===== config.mk =====
export PLATFORM = sky130hd
export DESIGN_NAME = gfs_pin_func_sel
export DESIGN_NICKNAME = d
export VERILOG_FILES = /design/src/hdl/gfs_pkg.sv /design/src/hdl/gfs_pin_func_sel.sv
export SDC_FILE = /design/constraint.sdc
export NUM_CORES = 1
export LEC_CHECK = 0
export BUFFER_PORTS_ARGS = -buffer_cell sky130_fd_sc_hd__buf_2
export CORE_ASPECT_RATIO = 0.6
export CORE_MARGIN = 5
export CORE_UTILIZATION = 47
export DETAILED_ROUTE_END_ITERATION = 10
export GPL_TIMING_DRIVEN = 0
export PLACE_DENSITY = 0.86
export SYNTH_ARGS = -nofsm -noshare
export SYNTH_HDL_FRONTEND = slang
export SYNTH_SLANG_ARGS = --single-unit

===== constraint.sdc =====
create_clock -name CLOCK_I -period 1.35 [get_ports CLOCK_I]
set_input_delay 0.27 -clock CLOCK_I [delete_from_list [all_inputs] [get_ports CLOCK_I]]
set_output_delay 0.27 -clock CLOCK_I [all_outputs]
set_load 0.03 [all_outputs]

===== src/hdl/gfs_pkg.sv =====
// Shared constants for the pin function select block
package gfs_pkg;

	// ==========================================================
	// Pins handled by this block
	localparam int NUM_PINS = 5;
	localparam int PIN_P17 = 0;
	localparam int PIN_P20 = 1;
	localparam int PIN_P21 = 2;
	localparam int PIN_P22 = 3;
	localparam int PIN_P23 = 4;

	typedef logic [7:0] gfs_cfg_t;

	// ==========================================================
	// Register indices; the byte address is four times the index
	localparam logic [15:0] IDX_P17_CFG = 16'hA05F;
	localparam logic [15:0] IDX_P20_CFG = 16'hA070;
	localparam logic [15:0] IDX_P21_CFG = 16'hA071;
	localparam logic [15:0] IDX_P22_CFG = 16'hA072;
	localparam logic [15:0] IDX_P23_CFG = 16'hA073;
	localparam logic [15:0] REG_IDX [NUM_PINS] = '{IDX_P17_CFG, IDX_P20_CFG,
		IDX_P21_CFG, IDX_P22_CFG, IDX_P23_CFG};
	localparam gfs_cfg_t CFG_RST = 8'h00;

	// Implemented bits per register; the rest read as zero
	localparam gfs_cfg_t WMASK [NUM_PINS] = '{8'hE7, 8'hFB, 8'hFB, 8'hEB, 8'hEB};
	// Bits whose function can drive the pad
	localparam gfs_cfg_t OUT_CAP [NUM_PINS] = '{8'hE1, 8'hF9, 8'hF9, 8'h89, 8'hE1};

	// ==========================================================
	// Field positions
	localparam int BIT_PWM = 7;
	localparam int BIT_HI_SER = 6;  // lin port or i2c master
	localparam int BIT_LO_SER = 5;  // basic port or i2c slave b
	localparam int BIT_BUZZER = 4;
	localparam int BIT_SPI = 3;
	localparam int BIT_IRQ_B = 2;
	localparam int BIT_AUX_IN = 1;  // pin irq a or timer input
	localparam int BIT_PLAIN_IO = 0;

	// Synchroniser plus output register: pad to peripheral input latency
	localparam int IN_LATENCY = 3;

endpackage : gfs_pkg


===== src/hdl/gfs_pin_func_sel.sv =====
// Pin function select for pins P1.7 and P2.0 to P2.3, APB register access
`timescale 1ns/1ns

module gfs_pin_func_sel #(
	parameter int ADDR_W = 18
) (
	input wire logic CLOCK_I, // System clock, 20 MHz
	input wire logic RESET_N_I, // Asynchronous reset, active low
	// APB slave
	input wire logic PSEL_I, // Slave select
	input wire logic PENABLE_I, // Access phase
	input wire logic PWRITE_I, // Write when high
	input wire logic [ADDR_W-1:0] PADDR_I, // Byte address
	input wire logic [31:0] PWDATA_I, // Write data
	input wire logic [3:0] PSTRB_I, // Byte strobes
	output logic [31:0] PRDATA_O, // Read data
	output logic PREADY_O, // Always ready
	output logic PSLVERR_O, // Unmapped address
	// Pads, index 0 is P1.7, 1 to 4 are P2.0 to P2.3
	input wire logic [gfs_pkg::NUM_PINS-1:0] PAD_I, // Pad level
	output logic [gfs_pkg::NUM_PINS-1:0] PAD_O, // Pad drive value
	output logic [gfs_pkg::NUM_PINS-1:0] PAD_OE_O, // Pad drive enable
	// Plain io
	input wire logic [gfs_pkg::NUM_PINS-1:0] GPIO_OUT_I, // Port output data
	input wire logic [gfs_pkg::NUM_PINS-1:0] GPIO_OE_I, // Port output enable
	output logic [gfs_pkg::NUM_PINS-1:0] GPIO_IN_O, // Port input data
	// Pwm channels
	input wire logic PWM_CH10_I, // Pwm ch10 output
	input wire logic PWM_CH2_I, // Pwm ch2 output
	input wire logic PWM_CH3_I, // Pwm ch3 output
	input wire logic PWM_CH4_I, // Pwm ch4 output
	input wire logic PWM_CH5_I, // Pwm ch5 output
	// Serial ports
	input wire logic LIN_TX_I, // Lin serial port transmit
	input wire logic BASIC_TX_I, // Basic serial port transmit
	output logic LIN_RX_O, // Lin serial port receive
	output logic BASIC_RX_O, // Basic serial port receive
	// I2c units
	input wire logic I2C_MASTER_UNIT_SDA_I, // Master data drive value
	input wire logic I2C_MASTER_UNIT_SDA_OE_I, // Master data drive enable
	output logic I2C_MASTER_UNIT_SDA_O, // Master data line level
	input wire logic I2C_MASTER_UNIT_SCL_I, // Master clock drive value
	input wire logic I2C_MASTER_UNIT_SCL_OE_I, // Master clock drive enable
	output logic I2C_MASTER_UNIT_SCL_O, // Master clock line level
	input wire logic I2CSB_SDA_I, // Slave b data drive value
	input wire logic I2CSB_SDA_OE_I, // Slave b data drive enable
	output logic I2CSB_SDA_O, // Slave b data line level
	input wire logic I2CSB_SCL_I, // Slave b clock drive value
	input wire logic I2CSB_SCL_OE_I, // Slave b clock drive enable
	output logic I2CSB_SCL_O, // Slave b clock line level
	// Buzzer and spi
	input wire logic BUZZER_I, // Buzzer waveform
	input wire logic SPI_MISO_I, // Miso drive value
	input wire logic SPI_MISO_OE_I, // Miso drive enable
	output logic SPI_MISO_O, // Miso line level
	input wire logic SPI_SCK_I, // Sck drive value
	input wire logic SPI_SCK_OE_I, // Sck drive enable, master role
	output logic SPI_SCK_O, // Sck line level
	input wire logic SPI_MOSI_I, // Mosi drive value
	input wire logic SPI_MOSI_OE_I, // Mosi drive enable
	output logic SPI_MOSI_O, // Mosi line level
	output logic SPI_SSN_O, // Slave select, active low
	// Timers and pin interrupts
	output logic TIMER_ONE_IN_O, // Timer 1 external input
	output logic TIMER_TWO_IN_O, // Timer 2 external input
	output logic TIMER_TWO_TRIG_O, // Timer 2 capture/reload trigger
	output logic TIMER_ZERO_IN_O, // Timer 0 external input
	output logic PIN_IRQ_A_SEL_O, // P1.7 selected for pin irq a
	output logic PIN_IRQ_B_SEL_O, // P1.7 selected for pin irq b
	output logic PIN_IRQ_A_COND_O, // P1.7 level toward pin irq a
	output logic PIN_IRQ_B_COND_O // P1.7 level toward pin irq b
);
	import gfs_pkg::*;

	// ==========================================================
	// Registers and APB decode
	gfs_cfg_t cfg_q [NUM_PINS];
	logic [NUM_PINS-1:0] hit;
	logic any_hit;
	logic wr_en;
	logic [31:0] rd_d;

	genvar gp;
	generate
		for (gp = 0; gp < NUM_PINS; gp++) begin : g_dec
			assign hit[gp] = (PADDR_I[1:0] == 2'h0)
				&& (PADDR_I[ADDR_W-1:2] == REG_IDX[gp][ADDR_W-3:0]);
		end
	endgenerate

	assign any_hit = |hit;
	assign wr_en = PSEL_I && PENABLE_I && PWRITE_I && PSTRB_I[0];
	assign PREADY_O = 1'b1;

	generate
		for (gp = 0; gp < NUM_PINS; gp++) begin : g_reg
			always_ff @(posedge CLOCK_I or negedge RESET_N_I) begin
				if (!RESET_N_I) begin
					cfg_q[gp] <= CFG_RST;
				end else if (wr_en && hit[gp]) begin
					cfg_q[gp] <= PWDATA_I[7:0] & WMASK[gp];
				end
			end
		end
	endgenerate

	always_comb begin
		rd_d = 32'h0000_0000;
		for (int i = 0; i < NUM_PINS; i++) begin
			if (hit[i]) begin
				rd_d = {24'h00_0000, cfg_q[i]};
			end
		end
	end

	// Read data and error are prepared in the setup cycle so both are flops
	always_ff @(posedge CLOCK_I or negedge RESET_N_I) begin
		if (!RESET_N_I) begin
			PRDATA_O <= 32'h0000_0000;
			PSLVERR_O <= 1'b0;
		end else if (PSEL_I && !PENABLE_I) begin
			PRDATA_O <= PWRITE_I ? 32'h0000_0000 : rd_d;
			PSLVERR_O <= !any_hit;
		end else if (!PSEL_I) begin
			PSLVERR_O <= 1'b0;
		end
	end

	// ==========================================================
	// Pad input synchroniser
	logic [NUM_PINS-1:0] pad_s1_q;
	logic [NUM_PINS-1:0] pad_s2_q;

	always_ff @(posedge CLOCK_I or negedge RESET_N_I) begin
		if (!RESET_N_I) begin
			pad_s1_q <= '0;
			pad_s2_q <= '0;
		end else begin
			pad_s1_q <= PAD_I;
			pad_s2_q <= pad_s1_q;
		end
	end

	// ==========================================================
	// Output function tables, one bit per config bit
	gfs_cfg_t fn_out [NUM_PINS];
	gfs_cfg_t fn_oe [NUM_PINS];

	assign fn_out[PIN_P17] = {PWM_CH10_I, LIN_TX_I, BASIC_TX_I, 4'h0, GPIO_OUT_I[PIN_P17]};
	assign fn_oe[PIN_P17] = {3'h7, 4'h0, GPIO_OE_I[PIN_P17]};
	assign fn_out[PIN_P20] = {PWM_CH2_I, I2C_MASTER_UNIT_SDA_I, I2CSB_SDA_I, BUZZER_I, SPI_MISO_I,
		2'h0, GPIO_OUT_I[PIN_P20]};
	// I2c enables come from the unit; open-drain setup of the pad is up to software
	assign fn_oe[PIN_P20] = {1'b1, I2C_MASTER_UNIT_SDA_OE_I, I2CSB_SDA_OE_I, 1'b1, SPI_MISO_OE_I,
		2'h0, GPIO_OE_I[PIN_P20]};
	assign fn_out[PIN_P21] = {PWM_CH3_I, I2C_MASTER_UNIT_SCL_I, I2CSB_SCL_I, BUZZER_I, SPI_SCK_I,
		2'h0, GPIO_OUT_I[PIN_P21]};
	assign fn_oe[PIN_P21] = {1'b1, I2C_MASTER_UNIT_SCL_OE_I, I2CSB_SCL_OE_I, 1'b1, SPI_SCK_OE_I,
		2'h0, GPIO_OE_I[PIN_P21]};
	assign fn_out[PIN_P22] = {PWM_CH4_I, 3'h0, SPI_MOSI_I, 2'h0, GPIO_OUT_I[PIN_P22]};
	assign fn_oe[PIN_P22] = {1'b1, 3'h0, SPI_MOSI_OE_I, 2'h0, GPIO_OE_I[PIN_P22]};
	assign fn_out[PIN_P23] = {PWM_CH5_I, LIN_TX_I, BASIC_TX_I, 4'h0, GPIO_OUT_I[PIN_P23]};
	assign fn_oe[PIN_P23] = {3'h7, 4'h0, GPIO_OE_I[PIN_P23]};

	// ==========================================================
	// Pad drive: highest set output bit wins, lower ones are ignored
	generate
		for (gp = 0; gp < NUM_PINS; gp++) begin : g_pad
			logic out_d;
			logic oe_d;
			always_comb begin
				out_d = 1'b0;
				oe_d = 1'b0;
				for (int b = 0; b < 8; b++) begin
					if (cfg_q[gp][b] && OUT_CAP[gp][b]) begin
						out_d = fn_out[gp][b];
						oe_d = fn_oe[gp][b];
					end
				end
			end
			always_ff @(posedge CLOCK_I or negedge RESET_N_I) begin
				if (!RESET_N_I) begin
					PAD_O[gp] <= 1'b0;
					PAD_OE_O[gp] <= 1'b0;
				end else begin
					PAD_O[gp] <= out_d;
					PAD_OE_O[gp] <= oe_d;
				end
			end
		end
	endgenerate

	// ==========================================================
	// Peripheral inputs; an unrouted input sits at its idle level
	always_ff @(posedge CLOCK_I or negedge RESET_N_I) begin
		if (!RESET_N_I) begin
			GPIO_IN_O <= '0;
		end else begin
			for (int i = 0; i < NUM_PINS; i++) begin
				GPIO_IN_O[i] <= pad_s2_q[i] & cfg_q[i][BIT_PLAIN_IO];
			end
		end
	end

	always_ff @(posedge CLOCK_I or negedge RESET_N_I) begin
		if (!RESET_N_I) begin
			LIN_RX_O <= 1'b1;
			BASIC_RX_O <= 1'b1;
		end else begin
			LIN_RX_O <= cfg_q[PIN_P22][BIT_HI_SER] ? pad_s2_q[PIN_P22] : 1'b1;
			BASIC_RX_O <= cfg_q[PIN_P22][BIT_LO_SER] ? pad_s2_q[PIN_P22] : 1'b1;
		end
	end

	// Unrouted i2c lines read high, as a pulled-up bus would
	always_ff @(posedge CLOCK_I or negedge RESET_N_I) begin
		if (!RESET_N_I) begin
			I2C_MASTER_UNIT_SDA_O <= 1'b1;
			I2C_MASTER_UNIT_SCL_O <= 1'b1;
			I2CSB_SDA_O <= 1'b1;
			I2CSB_SCL_O <= 1'b1;
		end else begin
			I2C_MASTER_UNIT_SDA_O <= cfg_q[PIN_P20][BIT_HI_SER] ? pad_s2_q[PIN_P20] : 1'b1;
			I2C_MASTER_UNIT_SCL_O <= cfg_q[PIN_P21][BIT_HI_SER] ? pad_s2_q[PIN_P21] : 1'b1;
			I2CSB_SDA_O <= cfg_q[PIN_P20][BIT_LO_SER] ? pad_s2_q[PIN_P20] : 1'b1;
			I2CSB_SCL_O <= cfg_q[PIN_P21][BIT_LO_SER] ? pad_s2_q[PIN_P21] : 1'b1;
		end
	end

	always_ff @(posedge CLOCK_I or negedge RESET_N_I) begin
		if (!RESET_N_I) begin
			SPI_MISO_O <= 1'b0;
			SPI_SCK_O <= 1'b0;
			SPI_MOSI_O <= 1'b0;
			SPI_SSN_O <= 1'b1;
		end else begin
			SPI_MISO_O <= cfg_q[PIN_P20][BIT_SPI] & pad_s2_q[PIN_P20];
			SPI_SCK_O <= cfg_q[PIN_P21][BIT_SPI] & pad_s2_q[PIN_P21];
			SPI_MOSI_O <= cfg_q[PIN_P22][BIT_SPI] & pad_s2_q[PIN_P22];
			SPI_SSN_O <= cfg_q[PIN_P23][BIT_SPI] ? pad_s2_q[PIN_P23] : 1'b1;
		end
	end

	always_ff @(posedge CLOCK_I or negedge RESET_N_I) begin
		if (!RESET_N_I) begin
			TIMER_ONE_IN_O <= 1'b0;
			TIMER_TWO_IN_O <= 1'b0;
			TIMER_TWO_TRIG_O <= 1'b0;
			TIMER_ZERO_IN_O <= 1'b0;
		end else begin
			TIMER_ONE_IN_O <= cfg_q[PIN_P20][BIT_AUX_IN] & pad_s2_q[PIN_P20];
			TIMER_TWO_IN_O <= cfg_q[PIN_P21][BIT_AUX_IN] & pad_s2_q[PIN_P21];
			TIMER_TWO_TRIG_O <= cfg_q[PIN_P22][BIT_AUX_IN] & pad_s2_q[PIN_P22];
			TIMER_ZERO_IN_O <= cfg_q[PIN_P23][BIT_AUX_IN] & pad_s2_q[PIN_P23];
		end
	end

	// Both sources are independent, so one pin may feed either or both
	always_ff @(posedge CLOCK_I or negedge RESET_N_I) begin
		if (!RESET_N_I) begin
			PIN_IRQ_A_COND_O <= 1'b0;
			PIN_IRQ_B_COND_O <= 1'b0;
		end else begin
			PIN_IRQ_A_COND_O <= cfg_q[PIN_P17][BIT_AUX_IN] & pad_s2_q[PIN_P17];
			PIN_IRQ_B_COND_O <= cfg_q[PIN_P17][BIT_IRQ_B] & pad_s2_q[PIN_P17];
		end
	end

	assign PIN_IRQ_A_SEL_O = cfg_q[PIN_P17][BIT_AUX_IN];
	assign PIN_IRQ_B_SEL_O = cfg_q[PIN_P17][BIT_IRQ_B];
endmodule : gfs_pin_func_sel


==> results of run 1 <==
[registers in the layout (all words and copies together) (netlist names), 5 cells and up]
| name | cells |
|---|---|
| cfg_q | 30 |
| PRDATA_O | 8 |
| PAD_O | 5 |
| PAD_OE_O | 5 |
| pad_s2_q | 5 |
| GPIO_IN_O | 5 |
| pad_s1_q | 5 |
[routing by layer]
| layer | up-vias | track usage [%] |
|---|---|---|
| met5 | - | 0 |
| li1 | 1378 | - |
| met1 | 1432 | 28.0 |
| met4 | 0 | 6.63 |
| met2 | 128 | 33.9 |
| met3 | 16 | 7.83 |
[critical path: stages]
cell,delay [ns]
buf_6,0.09
or4_4,0.54
or2_4,0.25
or3_4,0.40
nor2_4,0.14
buf_12,0.14
mux2_4,0.30
[cells in the final DEF (no fill, tap or decap), drive strengths merged, types with 16 or more instances in the layout]
cell,Yosys,layout
buf,26,155
dfrtp,75,75
mux2,33,33
conb,2,25
nand2,23,23
a21oi,21,21
o21ai,21,21
clkbuf,6,18
and2,16,16
nor2,16,16
[cell families after synthesis]
logic type	after synthesis
compound gates	62
buf+inv	38
flops	82
mux	38
other cells	2
simple gates	89
[power by group through the flow]
stage	Combinational [mW]	Clock, mW	Sequential (mW)
5_1_grt	0.475	2.82	2.49
4_1_cts	0.418	2.71	2.49
3_5_place_dp	0.409	0	2.53
6_report	0.439	2.67	2.49
2_1_floorplan	0.212	0	2.53
3_3_place_gp	0.392	0	2.53
[area by class of cell]
type	instances	area, um^2
inverter	6	22.5
clock inverter	4	73.8
clock buffer	12	256
buffer	30	208
fill	525	2180
tap	104	130
sequential	82	2060
timing repair buffer	132	838
multi-input combinational	214	1610
[worst max path at each step]
stage	start	cells past startpoint	to	slack, ns
2_1_floorplan	PADDR_I[1]	5	cfg_q[24]$_DFFE_PN0P_	-0.77
3_3_place_gp	PADDR_I[14]	7	cfg_q[30]$_DFFE_PN0P_	-0.99
3_5_place_dp	PADDR_I[14]	7	cfg_q[25]$_DFFE_PN0P_	-1.06
4_1_cts	PADDR_I[10]	7	cfg_q[39]$_DFFE_PN0P_	-0.56
5_1_grt	PADDR_I[14]	8	cfg_q[39]$_DFFE_PN0P_	-0.60
6_report	PADDR_I[1]	7	cfg_q[39]$_DFFE_PN0P_	-0.57
[repair_timing]
| action | 4_1_cts | 5_1_grt |
|---|---|---|
| hold buffers | 1 | 0 |
| gates resized for setup | 33 | 17 |
| setup buffers | 12 | 10 |
| gates cloned | 0 | 1 |
| pin swaps | 10 | 13 |
| endpoints found under the setup margin | 41 | 44 |
| endpoints found under the hold margin | 24 | 0 |
[stage by stage]
| step | TNS, ns | cell area [um^2] | hold WS [ns] | util (%) | power [mW] |
|---|---|---|---|---|---|
| 6_report | -18.29 | 5210 | 0.0380 | 70.5 | 5.59 |
| 5_1_grt | -20.43 | 5210 | 0.0309 | 70.5 | 5.78 |
| 4_1_cts | -18.15 | 5070 | 0.0262 | 68.7 | 5.61 |
| 3_5_place_dp | -38.77 | 4520 | 0.203 | 61.2 | 2.94 |
| 3_3_place_gp | -78.80 | 4490 | 0.334 | 60.8 | 2.92 |
| 2_1_floorplan | -28.23 | 3820 | -0.0256 | - | 2.74 |
[Yosys cell counts, types with 2 or more instances]
library cell	n	area share (%)
dfstp_2	7	5.1
nor3_4	2	0.89
o31ai_1	3	0.62
nor2_1	14	1.4
and2_1	16	2.8
a21oi_1	21	2.9
a211o_1	2	0.48
a22o_1	2	0.48
o21ai_0	21	2.9
dfrtp_1	75	52
or3_1	3	0.52
a41oi_1	2	0.48
nand2_1	23	2.4
nor3_1	4	0.55
or4_1	2	0.41
clkbuf_1	6	0.62
conb_1	2	0.21
nand3b_1	5	1.0
a2111o_1	2	0.62
a2bb2oi_1	2	0.48
buf_4	25	5.2
nand2b_1	10	1.7
nor2_4	2	0.62
a22oi_1	2	0.41
inv_1	6	0.62
mux2_2	33	10
mux2i_1	5	1.4
==> impl_metrics.json, run 1 <==
{
  "run_status": "finished, violations left",
  "failed_checks": "negative setup slack",
  "place.port_buffers": 108,
  "timing_worst_setup_path_type": "primary input to register",
  "synth-compound-area-share_pct": 10.5,
  "number_of_enable_flip_flop_cells_after_synthesis": 0,
  "worstPathRequired_ns": 1.57,
  "synth_async_sr_flop_share_pct": 100,
  "post_synthesis_share_of_cell_area_spent_on_and_or_nand_and_nor_gates_pct": 14.5,
  "grt_setup_unrepaired": "true",
  "met2RoutedLength_mm": 5.10,
  "power-per-cell-area_mw_per_mm2": 1070,
  "fin_cells": 584,
  "antenna_viol_nets_final": 0,
  "ff2ff_setup_slack_ns": 0.11,
  "synth_mux_area_share_pct": 11.6,
  "initial_utilization_pct": 49.2,
  "final_net_count": 571,
  "slew_headroom_pct": 66.0,
  "synth_top_family_by_area": "simple AND/OR/NAND/NOR gates",
  "combPwrFrac_pct": 7.8,
  "synth-seq-area-share_pct": 56.7,
  "htreeDepth": 3,
  "drc": 0,
  "timing.critical_path.to_type": "register",
  "rr_worst_depth": 5,
  "total_number_of_vias": 2954,
  "antennaDiodeCount": 0,
  "via_count_of_the_first_global_routing_pass": 2949,
  "worst_pin_slew_ns": 0.509,
  "cts_inserted_buffers": 9,
  "m1WireLength_mm": 4.16,
  "internal_power_mw": 4.36,
  "post_synth_xor_xnor_area_pct": 0,
  "drive_above_1_share_pct": 49.0,
  "detail_route.wl_per_cell_um": 17.7,
  "die_y_um": 78.1,
  "grt_overflow_total": 0,
  "synth.cell_area_mm2": 0.00364,
  "timing.max_cap.violations": 0,
  "netlist_instances": 311,
  "detail_route.wirelength_mm": 10.4,
  "cp_data_arrival_time_ns": 2.14,
  "power_switching_mw": 1.23,
  "total_leakage_power_nw": 2.68,
  "antenna_found_initial": 0,
  "topRoutingLayerUsed": "met4",
  "period_share_pct": 142,
  "hold_path.class": "primary input to register",
  "maximum_vdd_drop_mv": 0.726,
  "seqPwrFrac_pct": 44.4,
  "hold-path-endpoint": "pad_s1_q[1]$_DFF_PN0_",
  "hold_path.startpoint": "PAD_I[1]",
  "slew_violations": 0,
  "maxClockFrequency_mhz": 522,
  "finClkSkew_ns": 0.00560,
  "hold_viol": 0,
  "p_sw_share_pct": 22.0,
  "die_w_um": 124,
  "number_of_i_o_pins": 163,
  "min_path_cells": 1,
  "routed_via_density": 5.06,
  "p_clk_share_pct": 47.7,
  "crit-reg2reg-launch": "cfg_q[27]$_DFFE_PN0P_",
  "synthesis.area_per_instance_um2": 11.7,
  "synth-adder-area-share_pct": 0,
  "synth_warnings": 0,
  "cts_root_buf": "clkbuf_16",
  "tritoncts": "yes",
  "detailedRoute.firstIterationViolations": 195,
  "globalRouteTotalUtil_pct": 21.5,
  "ys.flop_type": "dfrtp_1",
  "postLayoutSetupSlackWorst_ns": -0.566,
  "yosys_register_bits": 82,
  "cp_max_fo": 6,
  "routabilityCongestion": 0.886,
  "dr.pass1.iters": 4,
  "dpl.hpwl_mm": 7.31,
  "die_area_mm2": 0.00965,
  "final_period_minus_worst_setup_slack_ns": 1.92,
  "dr_wl_met3_um": 961,
  "cts_sinks": 82,
  "worstReg2RegEnd": "PAD_OE_O[1]$_DFF_PN0_",
  "synth.distinct_cells": 41,
  "clk-insertion-delay-late_ns": 0.34,
  "core_region_area_mm2": 0.00739,
  "critical_path.startpoint_type": "primary input",
  "layout-area-overhead-vs-synth_pct": 43.2,
  "clock_transition_time_at_the_flip_flop_clock_pins_of_the_worst_setup_and_hold_paths_ns": 0.06,
  "grt_max_degree": 59,
  "finalSetupViolations": 41,
  "clockBufferDepth": 2,
  "rows": 24,
  "grt_pass1_wl_mm": 15.7,
  "dp.cells": 547,
  "placement.setup.worst_slack_ns": -1.06
}
No activity file was read; power rests on OpenSTA's default activity.
==> run 2: changes to the inputs <==
RECOVER_POWER = 50   (was unset)
TNS_END_PERCENT = 10   (was unset)
==> impl_metrics.json, run 2 (synthesized netlist as in run 1, its figures left out) <==
{
  "antennaDiodeCount": 0,
  "finClkSkew_ns": 0.00728,
  "slew_headroom_pct": 42.1,
  "grt_overflow_total": 0,
  "die_y_um": 78.1,
  "detail_route.wl_per_cell_um": 17.4,
  "final_period_minus_worst_setup_slack_ns": 1.92,
  "timing.setup.tns_ns": -22.57,
  "clockBufferDepth": 2,
  "crit-reg2reg-launch": "cfg_q[27]$_DFFE_PN0P_",
  "worst_path_max_delay_cell": "or4_4",
  "worstPathRequired_ns": 1.56,
  "seqPwrFrac_pct": 45.3,
  "fillCellCount": 557,
  "layout-area-overhead-vs-synth_pct": 35.4,
  "cp-startpoint": "PADDR_I[10]",
  "via_count_of_the_first_global_routing_pass": 2900,
  "maximum_vdd_drop_mv": 0.912,
  "critPathCapture": "cfg_q[20]$_DFFE_PN0P_",
  "drive_above_1_share_pct": 44.1,
  "hold_path.class": "primary input to register",
  "hold_viol": 0,
  "power-per-cell-area_mw_per_mm2": 1110,
  "dr.pass1.iters": 5,
  "finalSetupViolations": 107,
  "antenna_found_initial": 0,
  "timing.critical_path.to_type": "register",
  "routabilityCongestion": 0.913,
  "cp_data_arrival_time_ns": 2.13,
  "grt_pass1_wl_mm": 15.0,
  "place.port_buffers": 108,
  "leading_cell_types_in_the_layout_fill_and_taps_excluded": "105 x buf_2, 74 x dfrtp_1, 27 x buf_4, 25 x conb_1, 23 x nand2_1",
  "worst_pin_slew_ns": 0.869,
  "htreeDepth": 3,
  "cts_root_buf": "clkbuf_16",
  "failed_checks": "negative setup slack",
  "rr_worst_depth": 5,
  "worstReg2RegEnd": "PAD_OE_O[1]$_DFF_PN0_",
  "clock_transition_time_at_the_flip_flop_clock_pins_of_the_worst_setup_and_hold_paths_ns": 0.05,
  "rows": 24,
  "postLayoutSetupSlackWorst_ns": -0.571,
  "tritoncts": "yes",
  "initial_utilization_pct": 49.2,
  "internal_power_mw": 4.31,
  "core_region_area_mm2": 0.00739,
  "total_number_of_vias": 2933,
  "clk-insertion-delay-late_ns": 0.33,
  "die_area_mm2": 0.00965,
  "cp_max_fo": 7,
  "drc": 0,
  "timing_worst_setup_path_type": "primary input to register",
  "total_leakage_power_nw": 2.53,
  "final_net_count": 556,
  "detailedRoute.firstIterationViolations": 282,
  "p_clk_share_pct": 46.7,
  "number_of_i_o_pins": 163,
  "combPwrFrac_pct": 8.0,
  "max_ffs_per_register": 30,
  "slew_violations": 0,
  "cts_inserted_buffers": 9,
  "grt_setup_unrepaired": "true",
  "stdcell_area_mm2": 0.00492,
  "timing.max_cap.violations": 0,
  "cp_cell_sequence": "buf_6 > or4_4 > or3_1 > buf_6 > nor3_4 > mux2_2",
  "cts_sinks": 82,
  "detail_route.wirelength_mm": 9.89,
  "die_w_um": 124,
  "dpl-instance-area_mm2": 0.00443,
  "dpl.hpwl_mm": 7.26,
  "most_frequent_cell_on_the_critical_path": "buf_6",
  "max_flop_register": "cfg_q",
  "design_power_total_mw": 5.48,
  "period_share_pct": 142,
  "critical_path.startpoint_type": "primary input",
  "largestRegisters": "cfg_q x30, PRDATA_O x8",
  "globalRouteTotalUtil_pct": 20.3,
  "fin_worst_hold_slack_ns": 0.0423,
  "power_switching_mw": 1.18,
  "run_status": "finished, violations left",
  "p_sw_share_pct": 21.4,
  "final_common_cell": "buf_2",
  "maxClockFrequency_mhz": 520,
  "grt_max_degree": 70,
  "antenna_viol_nets_final": 0,
  "ff2ff_setup_slack_ns": 0.07,
  "routed_via_density": 5.15,
  "critical-path-max-stage-delay_ns": 0.54
}
run 2: worst min-delay path by stage:
stage	from	endpoint	slack, ns	cells past startpoint
after floorplan	RESET_N_I	GPIO_IN_O[0]$_DFF_PN0_	-0.03	0
after global placement	pad_s1_q[4]$_DFF_PN0_	pad_s2_q[4]$_DFF_PN0_	0.33	0
after detailed placement	RESET_N_I	PAD_O[1]$_DFF_PN0_	0.14	1
after CTS	PAD_I[2]	pad_s1_q[2]$_DFF_PN0_	0.03	1
after global routing	PAD_I[2]	pad_s1_q[2]$_DFF_PN0_	0.03	1
final	PAD_I[1]	pad_s1_q[1]$_DFF_PN0_	0.04	1
run 2: layout make-up:
| type | count | area, um^2 | area share (%) |
|---|---|---|---|
| buffer | 32 | 223 | 4.52 |
| sequential | 82 | 2060 | 41.9 |
| tap | 104 | 130 | 2.64 |
| multi-input combinational | 214 | 1520 | 30.9 |
| inverter | 6 | 22.5 | 0.457 |
| timing repair buffer | 115 | 649 | 13.2 |
| clock inverter | 3 | 65.1 | 1.32 |
| clock buffer | 13 | 250 | 5.08 |
run 2: what timing repair did:
action / in CTS / in global routing
hold buffers: 1 / 0
endpoints found under the setup margin: 41 / 44
pin swaps: 7 / 4
resized for setup: 12 / 26
setup buffers: 3 / 2
hold endpoints to repair: 13 / 0
run 2: power groups by stage:
stage               clock (mW)  sequential, mW  combinational [mW]
finish                    2.56            2.49               0.437
global route              2.71            2.49               0.473
CTS                       2.61            2.49               0.418
detailed placement           0            2.53               0.409
global placement             0            2.53               0.393
floorplan                    0            2.53               0.210
run 2: routing by layer:
metal	wire, um	part of all wire, %	global-route usage, %	vias up
li1	-	-	-	1339
met1	4090	41	26.1	1438
met2	4580	46	31.5	143
met3	1120	11	8.69	13
met4	98	0.99	5.75	0
met5	0	0	0	-
run 2: critical path, delay by kind of cell:
kind,cells,cell delay [ns]
mux,1,0.39
simple gates,3,1.23
buf+inv,2,0.24
run 2: metrics by stage:
stage          util, %  cells  setup WS [ns]
3_3_place_gp      59.6    546         -0.999
2_1_floorplan        -    334         -0.781
5_1_grt           66.7    569         -0.594
6_report          66.7    569         -0.571
3_5_place_dp      60.0    547          -1.03
4_1_cts           65.3    567         -0.568
==> run 3: changes to the inputs <==
CORE_UTILIZATION = 25   (was 47)
PLACE_DENSITY = 0.54   (was 0.86)
==> impl_metrics.json, run 3 (synthesized netlist as in run 1, its figures left out) <==
{
  "run_status": "finished, violations left",
  "failed_checks": "negative setup slack",
  "internal_power_mw": 4.82,
  "slew_headroom_pct": 34.4,
  "hold_path.class": "primary input to register",
  "clock_transition_time_at_the_flip_flop_clock_pins_of_the_worst_setup_and_hold_paths_ns": 0.06,
  "critical_path.startpoint_type": "primary input",
  "critical-path-max-stage-delay_ns": 0.54,
  "timing.critical_path.to_type": "register",
  "leading_cell_types_in_the_layout_fill_and_taps_excluded": "101 x buf_2, 73 x dfrtp_1, 28 x buf_4, 25 x conb_1, 24 x mux2_4",
  "crit-reg2reg-launch": "cfg_q[21]$_DFFE_PN0P_",
  "worstReg2RegEnd": "PRDATA_O[5]$_DFFE_PN0P_",
  "cp_max_fo": 5,
  "worstPathRequired_ns": 1.56,
  "clk-insertion-delay-late_ns": 0.33,
  "globalRouteTotalUtil_pct": 12.0,
  "rows": 34,
  "rr_worst_depth": 4,
  "p_clk_share_pct": 52.1,
  "grt_max_degree": 48,
  "cp_data_arrival_time_ns": 2.14,
  "power-per-cell-area_mw_per_mm2": 1180,
  "worst_pin_slew_ns": 0.985,
  "via_count_of_the_first_global_routing_pass": 2830,
  "tritoncts": "yes",
  "critPathCapture": "cfg_q[38]$_DFFE_PN0P_",
  "hold_viol": 0,
  "max_ffs_per_register": 30,
  "final_period_minus_worst_setup_slack_ns": 1.93,
  "place.port_buffers": 108,
  "cts_inserted_buffers": 9,
  "timing_worst_setup_path_type": "primary input to register",
  "grt_setup_unrepaired": "true",
  "seqPwrFrac_pct": 40.8,
  "timing.max_cap.violations": 0,
  "slew_violations": 0,
  "dr.pass1.iters": 4,
  "routabilityCongestion": 0.887,
  "antennaDiodeCount": 0,
  "final_net_count": 556,
  "die_area_mm2": 0.0171,
  "die_w_um": 166,
  "total_leakage_power_nw": 2.58,
  "htreeDepth": 3,
  "postLayoutSetupSlackWorst_ns": -0.576,
  "cp_cell_sequence": "buf_6 > or4_4 > or2_4 > or3_4 > nor2_4 > buf_12 > mux2_4",
  "number_of_i_o_pins": 163,
  "cp-startpoint": "PADDR_I[1]",
  "detailedRoute.firstIterationViolations": 146,
  "layout-area-overhead-vs-synth_pct": 42.2,
  "total_number_of_vias": 2822,
  "cts_sinks": 82,
  "drc": 0,
  "antenna_viol_nets_final": 0,
  "fin_worst_hold_slack_ns": 0.0412,
  "power_switching_mw": 1.27,
  "routed_via_density": 4.26,
  "fillCellCount": 1509,
  "detail_route.wl_per_cell_um": 15.9,
  "combPwrFrac_pct": 7.1,
  "die_y_um": 103,
  "grt_pass1_wl_mm": 15.8,
  "finalSetupViolations": 84,
  "worst_path_max_delay_cell": "or4_4",
  "max_flop_register": "cfg_q",
  "grt_overflow_total": 0,
  "detail_route.wirelength_mm": 10.5,
  "p_sw_share_pct": 20.8,
  "final_core_utilization_pct": 36.0,
  "drive_above_1_share_pct": 46.5,
  "finClkSkew_ns": 0.00539,
  "core_region_area_mm2": 0.0144,
  "dpl.hpwl_mm": 8.22,
  "clockBufferDepth": 2,
  "largestRegisters": "cfg_q x30, PRDATA_O x8",
  "period_share_pct": 143,
  "final_common_cell": "buf_2",
  "maximum_vdd_drop_mv": 0.601,
  "antenna_found_initial": 1,
  "initial_utilization_pct": 25.3,
  "ff2ff_setup_slack_ns": 0.08,
  "maxClockFrequency_mhz": 519,
  "cts_root_buf": "clkbuf_16"
}
-- run 3: cell types whose count changed in the layout (fill, tap and decap cells not counted), moves of 3 or more --
| cell | previous run | this run |
|---|---|---|
| a21oi_1 | 21 | 18 |
| a21oi_2 | 0 | 3 |
| buf_2 | 105 | 101 |
| mux2_2 | 14 | 9 |
| bufinv_16 | 2 | 5 |
| mux2_4 | 19 | 24 |
-- run 3: worst min path at each step --
stage / start / endpoint / slack (ns) / cells past startpoint
finish: PAD_I[4] / pad_s1_q[4]$_DFF_PN0_ / 0.04 / 1
global placement: pad_s1_q[3]$_DFF_PN0_ / pad_s2_q[3]$_DFF_PN0_ / 0.33 / 0
floorplan: RESET_N_I / GPIO_IN_O[0]$_DFF_PN0_ / -0.03 / 0
detailed placement: RESET_N_I / SPI_MOSI_O$_DFF_PN0_ / 0.28 / 1
global route: PAD_I[2] / pad_s1_q[2]$_DFF_PN0_ / 0.02 / 1
CTS: PAD_I[4] / pad_s1_q[4]$_DFF_PN0_ / 0.03 / 1
-- run 3: layout make-up --
cell class              count  area [um^2]  share of cell area, %
plain buffers              31          214                   4.14
clock buffers               9          225                   4.36
clock inverters             7          164                   3.17
inverters                   6         22.5                  0.436
multi-input cells         214         1570                   30.3
flip-flops and latches     82         2060                   39.9
well taps                 198          248                   4.79
repair buffers            116          667                   12.9
-- run 3: routing by layer --
layer | GRT usage, % | vias to the layer above | share of wire (%)
li1 | - | 1339 | -
met1 | 16.9 | 1399 | 49
met2 | 17.9 | 76 | 44
met3 | 4.63 | 6 | 6.4
met4 | 2.47 | 2 | 0.33
met5 | 0 | - | 0.19
-- run 3: through the flow --
step	setup TNS [ns]	total power [mW]	setup WS, ns	instance area, um^2	std cells
floorplan	-28.27	2.74	-0.781	3730	334
global placement	-93.00	2.94	-1.04	4520	640
detailed placement	-39.13	2.95	-1.03	4550	641
CTS	-18.84	6.17	-0.553	5100	663
global route	-32.65	6.32	-0.609	5170	663
finish	-20.44	6.09	-0.576	5170	663
-- run 3: worst max-delay path: cells and delay by family --
family        cells  cell delay, ns
mux               1            0.29
buf+inv           2            0.23
simple gates      4            1.35
-- run 3: repair_timing --
action / CTS / global route
resized for setup: 28 / 22
pin swaps: 6 / 4
buffers inserted: 5 / 1
hold buffers: 1 / 0
endpoints found under the setup margin: 42 / 47
hold endpoints to repair: 31 / 0
-- run 3: power groups by stage --
stage                     clock [mW]  sequential (mW)  combinational, mW
after floorplan                    0             2.53              0.210
after global placement             0             2.53              0.406
after detailed placement           0             2.53              0.420
after CTS                       3.25             2.49              0.427
after global routing            3.36             2.49              0.473
final                           3.17             2.49              0.430
